===== src/burst_ctrl_pkg.sv =====
package burst_ctrl_pkg;

  // Burst length selection codes
  localparam logic [1:0] BL_SEL_4 = 2'h0;
  localparam logic [1:0] BL_SEL_8 = 2'h1;
  localparam logic [1:0] BL_SEL_16 = 2'h2;

  // Clocks per burst (two beats per clock)
  localparam logic [3:0] HALF_BL_4 = 4'h2;
  localparam logic [3:0] HALF_BL_8 = 4'h4;
  localparam logic [3:0] HALF_BL_16 = 4'h8;

  // Minimum column-to-column delay in clocks
  localparam logic [3:0] CCD_CLKS = 4'h2;

  // Latency pipeline depth (largest read latency)
  localparam int LAT_DEPTH = 8;

  // Command/address bit positions, rising half
  localparam int CA_BIT0 = 0;
  localparam int CA_BIT1 = 1;
  localparam int CA_BIT2 = 2;
  localparam int CA_BIT3 = 3;
  localparam int CA_AB_BIT = 4;
  localparam int CA_BA_LO = 7;
  localparam int CA_BA_HI = 9;
  localparam int CA_COLR_LO = 5;
  localparam int CA_COLR_HI = 6;
  // Falling half
  localparam int CA_AP_BIT = 0;
  localparam int CA_COLF_LO = 1;
  localparam int CA_COLF_HI = 9;

  localparam int COL_W = 11;
  localparam int BANKS = 8;
  localparam int FIFO_DEPTH = 8;

  // Reset values
  localparam logic [7:0] PIPE_RST = 8'h00;
  localparam logic [3:0] CNT_RST = 4'h0;
  localparam logic [4:0] EFF_LEN_RST = 5'h00;

  // One command/address sample: both halves of a clock
  typedef struct packed {
    logic cs_n;
    logic [9:0] rise;
    logic [9:0] fall;
  } ca_t;

  // One clock of write data: two beats and their masks
  typedef struct packed {
    logic [15:0] d_rise;
    logic [15:0] d_fall;
    logic [1:0] m_rise;
    logic [1:0] m_fall;
  } dq_beat_t;

  // One stored word toward the array; mask high inhibits a byte
  typedef struct packed {
    logic [COL_W-1:0] col;
    logic [31:0] data;
    logic [3:0] mask;
  } wr_word_t;

  // Precharge request to the bank logic
  typedef struct packed {
    logic valid;
    logic all;
    logic [BANKS-1:0] bank_mask;
  } pre_req_t;

endpackage


===== src/beat_fifo.sv =====
`timescale 1ns/1ps
module beat_fifo #(
  parameter int WIDTH = 8,
  parameter int DEPTH = 8
) (
  input wire logic core_clk,
  input wire logic reset_n,
  input wire logic in_valid,
  output logic in_ready,
  input wire logic [WIDTH-1:0] in_data,
  output logic out_valid,
  input wire logic out_ready,
  output logic [WIDTH-1:0] out_data
);
  localparam int AW = $clog2(DEPTH);

  logic [WIDTH-1:0] mem_ff [DEPTH];
  logic [AW-1:0] wr_ptr_ff;
  logic [AW-1:0] rd_ptr_ff;
  logic [AW:0] count_ff;
  logic out_valid_ff;
  logic [WIDTH-1:0] out_data_ff;
  logic push;
  logic pop;

  // Full counts only the array; output register is extra slack
  assign in_ready = count_ff < (AW+1)'(DEPTH);
  assign push = in_valid && in_ready;
  assign pop = (count_ff != '0) && (!out_valid_ff || out_ready);
  assign out_valid = out_valid_ff;
  assign out_data = out_data_ff;

  // Storage has no reset; pointers, count and output register do
  always_ff @(posedge core_clk) begin
    if (push) begin
      mem_ff[wr_ptr_ff] <= in_data;
    end
  end

  // Pointers and occupancy
  always_ff @(posedge core_clk or negedge reset_n) begin
    if (!reset_n) begin
      wr_ptr_ff <= '0;
      rd_ptr_ff <= '0;
      count_ff <= '0;
    end else begin
      if (push) begin
        wr_ptr_ff <= (wr_ptr_ff == AW'(DEPTH-1)) ? '0 : wr_ptr_ff + 1'b1;
      end
      if (pop) begin
        rd_ptr_ff <= (rd_ptr_ff == AW'(DEPTH-1)) ? '0 : rd_ptr_ff + 1'b1;
      end
      count_ff <= count_ff + (AW+1)'(push) - (AW+1)'(pop);
    end
  end

  // Registered read side
  always_ff @(posedge core_clk or negedge reset_n) begin
    if (!reset_n) begin
      out_valid_ff <= 1'b0;
      out_data_ff <= '0;
    end else if (pop) begin
      out_valid_ff <= 1'b1;
      out_data_ff <= mem_ff[rd_ptr_ff];
    end else if (out_ready) begin
      out_valid_ff <= 1'b0;
    end
  end
endmodule // beat_fifo


===== src/burst_engine.sv =====
`timescale 1ns/1ps
module burst_engine
  import burst_ctrl_pkg::*;
(
  input wire logic core_clk,
  input wire logic reset_n,
  input wire ca_t ca_in,
  input wire logic [1:0] bl_sel,
  input wire logic [3:0] read_latency,
  input wire logic [3:0] write_latency,
  input wire dq_beat_t dq_in,
  input wire logic [31:0] rd_array_data,
  output logic [COL_W-1:0] rd_array_col,
  output logic [31:0] dq_out,
  output logic dq_oe_n,
  output wr_word_t wr_word,
  output logic wr_valid,
  input wire logic wr_ready,
  output pre_req_t pre_req,
  output logic [4:0] eff_len,
  output logic protocol_err,
  output logic overrun
);

  // Command decode, sampled on the rising edge
  logic cmd_sel;
  logic is_rw;
  logic is_rd;
  logic is_wr;
  logic is_bst;
  logic is_pre;
  logic is_other;
  logic [COL_W-1:0] cmd_col;
  logic [3:0] half_bl;

  assign cmd_sel = !ca_in.cs_n;
  assign is_rw = cmd_sel && ca_in.rise[CA_BIT0] && !ca_in.rise[CA_BIT1];
  assign is_rd = is_rw && ca_in.rise[CA_BIT2];
  assign is_wr = is_rw && !ca_in.rise[CA_BIT2];
  assign is_bst = cmd_sel && ca_in.rise[CA_BIT0] && ca_in.rise[CA_BIT1]
    && !ca_in.rise[CA_BIT2] && !ca_in.rise[CA_BIT3];
  assign is_pre = cmd_sel && ca_in.rise[CA_BIT0] && ca_in.rise[CA_BIT1]
    && !ca_in.rise[CA_BIT2] && ca_in.rise[CA_BIT3];
  // Anything else that is selected: activate, refresh, mode register
  assign is_other = cmd_sel && !is_rw && !is_bst && !is_pre;
  assign cmd_col = {ca_in.fall[CA_COLF_HI:CA_COLF_LO], ca_in.rise[CA_COLR_HI:CA_COLR_LO]};

  // Burst length in clocks
  always_comb begin
    unique case (bl_sel)
      BL_SEL_8: half_bl = HALF_BL_8;
      BL_SEL_16: half_bl = HALF_BL_16;
      default: half_bl = HALF_BL_4;
    endcase
  end

  // Age of the most recent read or write, in clocks
  logic [3:0] age_ff;
  logic last_wr_ff;
  logic last_ap_ff;
  logic live_ff;
  logic bst_used_ff;
  logic [3:0] age_next;
  logic burst_live;
  logic age_even;
  logic age_ccd;

  assign age_next = age_ff + 4'h1;
  assign burst_live = live_ff && (age_next < half_bl);
  assign age_even = !age_next[0];
  assign age_ccd = age_next >= CCD_CLKS;

  // Tracks the latest access so a terminate knows what it cuts
  always_ff @(posedge core_clk or negedge reset_n) begin
    if (!reset_n) begin
      age_ff <= CNT_RST;
      last_wr_ff <= 1'b0;
      last_ap_ff <= 1'b0;
      live_ff <= 1'b0;
      bst_used_ff <= 1'b0;
    end else if (is_rw) begin
      age_ff <= CNT_RST;
      last_wr_ff <= is_wr;
      last_ap_ff <= ca_in.fall[CA_AP_BIT];
      live_ff <= 1'b1;
      bst_used_ff <= 1'b0;
    end else begin
      if (age_ff != HALF_BL_16) begin
        age_ff <= age_next;
      end
      if (!burst_live) begin
        live_ff <= 1'b0;
      end
      if (is_bst && burst_live) begin
        live_ff <= 1'b0;
        bst_used_ff <= 1'b1;
      end
    end
  end

  // Misuse by the controller is flagged, never acted on silently
  logic err_next;
  always_comb begin
    err_next = 1'b0;
    if (live_ff && burst_live && !last_wr_ff) begin
      if (is_wr || is_pre || is_other) begin
        err_next = 1'b1;
      end
      if (is_rd && (!age_even || !age_ccd)) begin
        err_next = 1'b1;
      end
    end
    if (live_ff && burst_live && last_wr_ff) begin
      if (is_rd || is_pre || is_other) begin
        err_next = 1'b1;
      end
      if (is_wr && (!age_even || !age_ccd)) begin
        err_next = 1'b1;
      end
      if (is_wr && half_bl == HALF_BL_4) begin
        err_next = 1'b1;
      end
      if ((is_wr || is_bst) && last_ap_ff) begin
        err_next = 1'b1;
      end
    end
    if (is_bst && (!burst_live || bst_used_ff)) begin
      err_next = 1'b1;
    end
    if (is_bst && burst_live && !age_even) begin
      err_next = 1'b1;
    end
  end

  always_ff @(posedge core_clk or negedge reset_n) begin
    if (!reset_n) begin
      protocol_err <= 1'b0;
    end else begin
      protocol_err <= err_next;
    end
  end

  // Effective length of the latest burst, full or cut, in beats
  always_ff @(posedge core_clk or negedge reset_n) begin
    if (!reset_n) begin
      eff_len <= EFF_LEN_RST;
    end else if ((is_rw || is_bst) && burst_live) begin
      eff_len <= {age_next, 1'b0};
    end else if (is_rw) begin
      eff_len <= {half_bl, 1'b0};
    end
  end

  // Latency pipelines: start and stop marks with the column alongside
  logic [LAT_DEPTH-1:0] rd_start_ff;
  logic [LAT_DEPTH-1:0] rd_stop_ff;
  logic [LAT_DEPTH-1:0] wr_start_ff;
  logic [LAT_DEPTH-1:0] wr_stop_ff;
  logic [COL_W-1:0] rd_col_pipe_ff [LAT_DEPTH];
  logic [COL_W-1:0] wr_col_pipe_ff [LAT_DEPTH];
  logic [2:0] rd_slot;
  logic [2:0] wr_slot;
  logic bst_rd;
  logic bst_wr;

  // A zero latency setting is treated as one clock
  assign rd_slot = (read_latency == 4'h0) ? 3'h0 : 3'(read_latency - 4'h1);
  assign wr_slot = (write_latency == 4'h0) ? 3'h0 : 3'(write_latency - 4'h1);
  assign bst_rd = is_bst && burst_live && !last_wr_ff && !bst_used_ff;
  assign bst_wr = is_bst && burst_live && last_wr_ff && !bst_used_ff && !last_ap_ff;

  always_ff @(posedge core_clk or negedge reset_n) begin
    if (!reset_n) begin
      rd_start_ff <= PIPE_RST;
      rd_stop_ff <= PIPE_RST;
      wr_start_ff <= PIPE_RST;
      wr_stop_ff <= PIPE_RST;
    end else begin
      rd_start_ff <= (rd_start_ff >> 1) | (LAT_DEPTH'(is_rd) << rd_slot);
      rd_stop_ff <= (rd_stop_ff >> 1) | (LAT_DEPTH'(bst_rd) << rd_slot);
      wr_start_ff <= (wr_start_ff >> 1) | (LAT_DEPTH'(is_wr) << wr_slot);
      wr_stop_ff <= (wr_stop_ff >> 1) | (LAT_DEPTH'(bst_wr) << wr_slot);
    end
  end

  // Column pipelines need no reset; only the marks are trusted
  always_ff @(posedge core_clk) begin
    for (int i = 0; i < LAT_DEPTH; i++) begin
      if (is_rd && rd_slot == 3'(i)) begin
        rd_col_pipe_ff[i] <= cmd_col;
      end else if (i < LAT_DEPTH - 1) begin
        rd_col_pipe_ff[i] <= rd_col_pipe_ff[i+1];
      end
      if (is_wr && wr_slot == 3'(i)) begin
        wr_col_pipe_ff[i] <= cmd_col;
      end else if (i < LAT_DEPTH - 1) begin
        wr_col_pipe_ff[i] <= wr_col_pipe_ff[i+1];
      end
    end
  end

  // Data-phase burst counters; a newer start simply reloads them
  logic [3:0] rd_cnt_ff;
  logic [3:0] wr_cnt_ff;
  logic [COL_W-1:0] rd_col_ff;
  logic [COL_W-1:0] wr_col_ff;
  logic rd_phase;
  logic wr_phase;

  assign rd_phase = rd_cnt_ff != CNT_RST;
  assign wr_phase = wr_cnt_ff != CNT_RST;

  always_ff @(posedge core_clk or negedge reset_n) begin
    if (!reset_n) begin
      rd_cnt_ff <= CNT_RST;
      rd_col_ff <= '0;
    end else if (rd_start_ff[0]) begin
      rd_cnt_ff <= half_bl;
      rd_col_ff <= rd_col_pipe_ff[0];
    end else if (rd_stop_ff[0]) begin
      rd_cnt_ff <= CNT_RST;
    end else if (rd_phase) begin
      rd_cnt_ff <= rd_cnt_ff - 4'h1;
      rd_col_ff <= rd_col_ff + COL_W'(2);
    end
  end

  always_ff @(posedge core_clk or negedge reset_n) begin
    if (!reset_n) begin
      wr_cnt_ff <= CNT_RST;
      wr_col_ff <= '0;
    end else if (wr_start_ff[0]) begin
      wr_cnt_ff <= half_bl;
      wr_col_ff <= wr_col_pipe_ff[0];
    end else if (wr_stop_ff[0]) begin
      wr_cnt_ff <= CNT_RST;
    end else if (wr_phase) begin
      wr_cnt_ff <= wr_cnt_ff - 4'h1;
      wr_col_ff <= wr_col_ff + COL_W'(2);
    end
  end

  // Read data out: array is addressed one clock ahead of the pins
  assign rd_array_col = rd_col_ff;
  always_ff @(posedge core_clk or negedge reset_n) begin
    if (!reset_n) begin
      dq_out <= '0;
      dq_oe_n <= 1'b1;
    end else begin
      dq_out <= rd_phase ? rd_array_data : '0;
      dq_oe_n <= !rd_phase;
    end
  end

  // Write capture: both beats and their byte masks go in together
  wr_word_t cap_word;
  logic cap_ready;
  assign cap_word.col = wr_col_ff;
  assign cap_word.data = {dq_in.d_fall, dq_in.d_rise};
  assign cap_word.mask = {dq_in.m_fall, dq_in.m_rise};

  // The DRAM side cannot stall, so a full buffer loses the word
  always_ff @(posedge core_clk or negedge reset_n) begin
    if (!reset_n) begin
      overrun <= 1'b0;
    end else begin
      overrun <= wr_phase && !cap_ready;
    end
  end

  beat_fifo #(
    .WIDTH($bits(wr_word_t)),
    .DEPTH(FIFO_DEPTH)
  ) u_wr_fifo (
    .core_clk(core_clk),
    .reset_n(reset_n),
    .in_valid(wr_phase),
    .in_ready(cap_ready),
    .in_data(cap_word),
    .out_valid(wr_valid),
    .out_ready(wr_ready),
    .out_data(wr_word)
  );

  // Precharge: one bank or all, reported for one clock
  always_ff @(posedge core_clk or negedge reset_n) begin
    if (!reset_n) begin
      pre_req <= '0;
    end else begin
      pre_req.valid <= is_pre;
      pre_req.all <= is_pre && ca_in.rise[CA_AB_BIT];
      if (!is_pre) begin
        pre_req.bank_mask <= '0;
      end else if (ca_in.rise[CA_AB_BIT]) begin
        pre_req.bank_mask <= '1;
      end else begin
        pre_req.bank_mask <= BANKS'(1) << ca_in.rise[CA_BA_HI:CA_BA_LO];
      end
    end
  end

endmodule // burst_engine


===== config.mk =====
export PLATFORM = sky130hd
export DESIGN_NAME = burst_engine
export DESIGN_NICKNAME = d
export VERILOG_FILES = /design/src/burst_ctrl_pkg.sv /design/src/beat_fifo.sv /design/src/burst_engine.sv
export SDC_FILE = /design/constraint.sdc
export NUM_CORES = 1
export LEC_CHECK = 0
export BUFFER_PORTS_ARGS = -buffer_cell sky130_fd_sc_hd__buf_2
export CAP_MARGIN = 25
export CORE_MARGIN = 4
export CORE_UTILIZATION = 59
export DETAILED_ROUTE_END_ITERATION = 16
export PLACE_DENSITY = 0.76
export SLEW_MARGIN = 5
export SYNTH_ARGS = -nofsm -noshare
export SYNTH_HDL_FRONTEND = slang
export SYNTH_SLANG_ARGS = --single-unit

===== constraint.sdc =====
create_clock -name core_clk -period 6.7 [get_ports core_clk]
set_input_delay 0.335 -clock core_clk [delete_from_list [all_inputs] [get_ports core_clk]]
set_output_delay 0.335 -clock core_clk [all_outputs]
set_load 0.005 [all_outputs]

[Yosys cells after proc, flatten, opt, wreduce, memory -nomap -nowiden]
Memories as Yosys holds them, arrays and structs flattened. A register that Yosys moved wholly into a read port is not among the register bits.
Cells that the tools add are included.
Cells by class
  $add $sub $neg: 11
  $lt $le $gt $ge: 3
  equality and inequality tests: 23
  shift operators: 5
  mux-type cells: 103
  bitwise logic cells: 18
  reduce and logical (&&, ||, !) cells: 90
Operators with widths (count)
  11-bit 2-to-1 mux: 20
  1-bit 2-to-1 mux: 65
  1-bit logical AND: 48
  32-bit 2-to-1 mux: 1
  4-bit 2-to-1 mux: 8
  7-bit by 8-bit OR with 8-bit output: 4
  1-bit by 3-bit << shifter with 8-bit output: 4
  3-bit equality test (second input constant): 10
  11-bit by 2-bit adder with 11-bit output (second input constant): 2
  1-bit logical NOT: 16
  8-bit 2-to-1 mux: 2
  1-bit OR: 14
  3-bit by 2-bit equality test with 1-bit output (second input constant): 4
  3-bit 2-to-1 mux: 4
  2-bit nonzero test: 6
  4-bit nonzero test: 3
  5-bit 2-to-1 mux: 2
  1-bit logical OR: 9
  4-bit logical NOT: 2
  4-bit case mux with 2 select lines: 1
  1-bit by 3-bit << shifter with 8-bit output (first input constant): 1
  4-bit by 1-bit subtractor with 4-bit output (second input constant): 2
  3-bit by 1-bit adder with 3-bit output (second input constant): 2
  3-bit by 1-bit equality test with 1-bit output (second input constant): 2
  other kinds (16): 21
Storage, ports and cells
  register bits after elaboration: 131
  bits in writable memories: 552
  input port bits: 102
  memories kept: 3
Memory list
  u_wr_fifo.mem_ff: depth 8, bits a word 47, read ports 1, clocked after Yosys merged registers in 1, write ports 1, line beat_fifo.sv:17  | logic [WIDTH-1:0] mem_ff [DEPTH];
  rd_col_pipe_ff: depth 8, bits a word 11, read ports 8, clocked after Yosys merged registers in 0, write ports 8, line burst_engine.sv:159  | logic [COL_W-1:0] rd_col_pipe_ff [LAT_DEPTH];
  wr_col_pipe_ff: depth 8, bits a word 11, read ports 8, clocked after Yosys merged registers in 0, write ports 8, line burst_engine.sv:160  | logic [COL_W-1:0] wr_col_pipe_ff [LAT_DEPTH];

[Logic depth before layout (Yosys ltp)]
  depth in word-level cells: 19
  mapped depth: 11
  gate-level depth less buffers: 10

[Hierarchy]
Synthesis repeated with hierarchy kept, for this count alone.
Second synthesis, totals
  cells, all modules: 1745
  area total of the unflattened synthesis: 27595.2 µm²
By module, submodules not included
  beat_fifo: times used 1, cells an instance 921, area an instance 16925.0 µm², seq. area each 12742.2 µm²
  burst_engine: times used 1, cells an instance 824, area an instance 10670.2 µm², seq. area each 6722.7 µm²

[Worst setup path before layout]
OpenSTA, ideal clock, no wires.
  kind: register -> register
  from: reg wr_cnt_ff[0]
  to: mem u_wr_fifo.mem_ff[0][0] (netlist bit) (enable)
  setup time: 0.510 ns
  arrival time: 4.367 ns
  required time: 6.190 ns
  slack: 1.824 ns
  cell stages (with the launch flop): 6
  period minus slack after synthesis: 4.876 ns
  cells stage by stage: dfrtp_1 inv_1 ha_1 nor3b_2 or3_1 nor3_1
On the way
  word-level cells in the longest chain between the ends: 4
RTL lines
  start, declared: line burst_engine.sv:204  | logic [3:0] wr_cnt_ff;
  start signal, assigned: line burst_engine.sv:233  | wr_cnt_ff <= half_bl;
  start signal, assigned: line burst_engine.sv:238  | wr_cnt_ff <= wr_cnt_ff - 4'h1;
  4-bit nonzero test: line burst_engine.sv:211  | assign wr_phase = wr_cnt_ff != CNT_RST;
  1-bit logical AND: line beat_fifo.sv:28  | assign push = in_valid && in_ready;
  1-bit 2-to-1 mux: line beat_fifo.sv:35  | if (push) begin
  1-bit 2-to-1 mux (not written as such): line beat_fifo.sv:36  | mem_ff[wr_ptr_ff] <= in_data;
  end, declared: line beat_fifo.sv:17
Every way passes these cells.

[Worst setup path in the final report]
  from: reg age_ff[0]
  to: reg rd_stop_ff[7]
On the way
  word-level cells in the longest chain between the ends: 8
RTL lines
  start, declared: line burst_engine.sv:58  | logic [3:0] age_ff;
  start signal, assigned: line burst_engine.sv:89  | age_ff <= age_next;
  4-bit by 1-bit adder with 4-bit output: line burst_engine.sv:68  | assign age_next = age_ff + 4'h1;
  4-bit less-than comparator: line burst_engine.sv:69  | assign burst_live = live_ff && (age_next < half_bl);
  1-bit logical AND: line burst_engine.sv:69
  1-bit logical AND (3 in a row): line burst_engine.sv:169  | assign bst_rd = is_bst && burst_live && !last_wr_ff && !bst_used_ff;
  1-bit by 3-bit << shifter with 8-bit output: line burst_engine.sv:180  | rd_stop_ff <= (rd_stop_ff >> 1) | (LAT_DEPTH'(bst_rd) << rd_slot);
  7-bit by 8-bit OR with 8-bit output: line burst_engine.sv:180
  end signal, assigned: line burst_engine.sv:180
  end, declared: line burst_engine.sv:156  | logic [LAT_DEPTH-1:0] rd_stop_ff;
Every way passes these cells.
A chain may end at the register's enable or synchronous reset.

==> metrics.yaml <==
outcome:
  outcome: "finished, final reports clean"
logic_synthesis:
  syn-instance-count: 1592
  ys_seq_elements: 729
  yosysWarningCount: 0
  ys_seq_area_share_pct: 72.0
  synth_cell_types: 71
  syn_area_per_cell_sq_um: 17.0
  synth_top_area_share_pct: 44.2
  synth_area_sq_um: 27000
  yosys-top-cells-count: "398 x edfxtp_1, 176 x dfrtp_1, 154 x dfxtp_1"
  synthArstFlopShare_pct: 24.3
  yosysMostFrequentCell: "edfxtp_1"
  synth_edf_count: 398
  synth_area_leaders: "edfxtp_1 44%, dfrtp_1 16%, dfxtp_1 11%"
  synthFlopType: "edfxtp_1"
  yosysTopAreaCell: "edfxtp_1"
  syn_nets: 1715
placed_design:
  gp_congestion: 0.744
  dpl.hpwl_um: 29300
  portBuffers: 209
  dp_cells: 2333
  place_area_sq_um: 28700
final_layout:
  design_area_sq_um: 31800
  layoutNonFillerInstCount: 2539
  drive_above_1_share_pct: 32.6
  n_fill_cell: 2910
  nets: 2003
  area_growth_pct: 17.4
clock_tree:
  h-tree-depth: 3
  cts_sinks: 729
  cts_buffers: 72
  clk_latency_ns: 0.60
  clkSlewWorstSetupHoldPaths_ns: 0.06
  tritoncts: "yes"
  clock_path_buffers: 3
  cts_resized: 0
  clockRootBuffer: "clkbuf_16"
power_and_ir_drop:
  swShare_pct: 28.2
  leakage_uw: 0.0122
  pwr-share-seq_pct: 47.7
  power.switching_uw: 3650
  combPwrFrac_pct: 21.9
  clockPowerShare_pct: 30.4
  power_density_nw_per_um2: 408
  intPower_uw: 9310
  irDropWorstVdd_v: 0.000226
timing:
  slew_headroom_pct: 33.1
  fin_skew_ns: 0.0255
  worstMarginPinSlew_ns: 1.00
  fmax_ghz: 0.376
  setup_viol: 0
  setup_tns_ns: 0
  finalCritPeriodShare_pct: 39.6
  drv_slew: 0
  hold_violations: 0
  rsz0062_at_grt: "false"
  period_minus_slack_ns: 2.66
worst_setup_path:
  crit_chain: "ha_1 -> xnor2_1 -> inv_1 -> ha_1 -> a21oi_1 -> maj3_2 -> and2_1 -> and4_1"
  crit_path_end_kind: "flop"
  cp-start-kind: "flop"
  cpLargestDelayFamily: "adder cells"
  crit_type: "reg -> reg"
  critPathSlowestCell: "dfrtp_1"
  path_common_cell: "ha_1"
  cp.required_ns: 7.22
  crit_fanout: 13
  critPathBufInv: 1
  worstPathArrival_ns: 3.18
  cpPeakStageDelay_ns: 0.47
run:
  maxCapViolations: 0
route:
  drt_wl_total_um: 52300
  vias: 14300
  vias_per_cell: 5.64
  drt_iter0_drc: 1146
  drc: 0
  first_pass_iters: 5
  final_antenna_net_count: 0
  wl_per_cell_um: 20.6
grt:
  overflow: 0
  track_usage_pct: 21.5
  grt_pass1_vias: 15000
  grt_first_pass_wirelength_um: 83700
  antenna_found_initial: 2
  grt_max_degree: 103
die:
  io_pins: 211
  die_area_sq_um: 49300
  fp.dieW_um: 222
  die_h_um: 222
  core_sq_um: 45400
  start_util_pct: 59.6
  fp-row-count: 78
hold_path:
  hold_path_class: "in -> reg"
what timing repair did:
item / in CTS / in global routing
buffers inserted: 0 / 0
hold buffers: 69 / 0
hold endpoints to repair: 392 / 0
flip-flops by register name (all words and copies together) (netlist names), 10 cells and up:
name                flops
u_wr_fifo.mem_ff      376
rd_col_pipe_ff         88
wr_col_pipe_ff         88
u_wr_fifo.out_data     47
dq_out                 32
rd_array_col           11
wr_col_ff              11
pre_req                10
final cells by class:
type                       instances  area [sq um]  area share, %
sequential                       729         19500           61.3
multi-input combinational        750          7150           22.5
clock buffer                     101          2040           6.43
timing repair buffer             298          1930           6.07
tap                              600           751           2.36
clock inverter                    30           302          0.949
inverter                          29           109          0.343
antenna                            2          5.00         0.0158
metrics by stage:
stage	utilization, %	total power, uW	setup WS [ns]	hold WS [ns]
global placement	63.1	8940	3.80	0.414
detailed placement	63.1	9060	3.77	0.416
finish	70.0	13000	4.04	0.0305
floorplan	-	8070	1.82	0.0394
CTS	69.8	13100	3.75	0.0000159
global route	70.0	13600	3.86	0.0157
final timing paths:
path                           startpoint                 endpoint  slack (ns)  cells past startpoint
max                             age_ff[0]            rd_stop_ff[7]        4.04                      8
min                             dq_in[15]  u_wr_fifo.mem_ff[4][31]        0.03                      1
max reg2reg                     age_ff[0]            rd_stop_ff[7]        4.04                      8
min reg2reg                wr_start_ff[7]           wr_start_ff[6]        0.43                      1
max in group asynchronous         reset_n            rd_stop_ff[5]        5.14                      4
min in group asynchronous         reset_n   u_wr_fifo.out_data[17]        0.41                      2
cells in the final DEF (no fill, tap or decap), drive strengths merged, types with 35 or more instances in the layout:
cell,instances
dlygate4sd3,69
a21oi,58
nor2b,38
nor2,89
mux2,159
edfxtp,398
o21ai,35
mux2i,50
dfrtp,176
dfxtp,154
mux4,94
buf,228
clkbuf,102
nand2,58
metal layers:
metal / track usage (%) / wire (um)
met1: 27.7 / 20300
met3: 3.73 / 3030
met4: 6.92 / 1280
met2: 37.6 / 27700
met5: 0 / 0
cells by family (layout without fill, tap and decap cells):
group	Yosys count	after routing	synth area share, %
buf+inv	113	458	1.86
mux	303	303	16.3
compound gates	128	128	2.79
simple gates	267	267	5.09
flops	729	729	72.0
xor+xnor	29	29	0.939
other cells	1	3	0.0139
fa+ha+maj	22	22	1.04
power by group through the flow:
stage / logic, uW / clock network, uW / registers [uW]
finish: 2830 / 3950 / 6180
global route: 3120 / 4230 / 6270
CTS: 2870 / 4040 / 6190
detailed placement: 2800 / 0 / 6260
global placement: 2720 / 0 / 6210
floorplan: 2040 / 0 / 6020
Note: power is estimated with default switching activity, not from simulation.
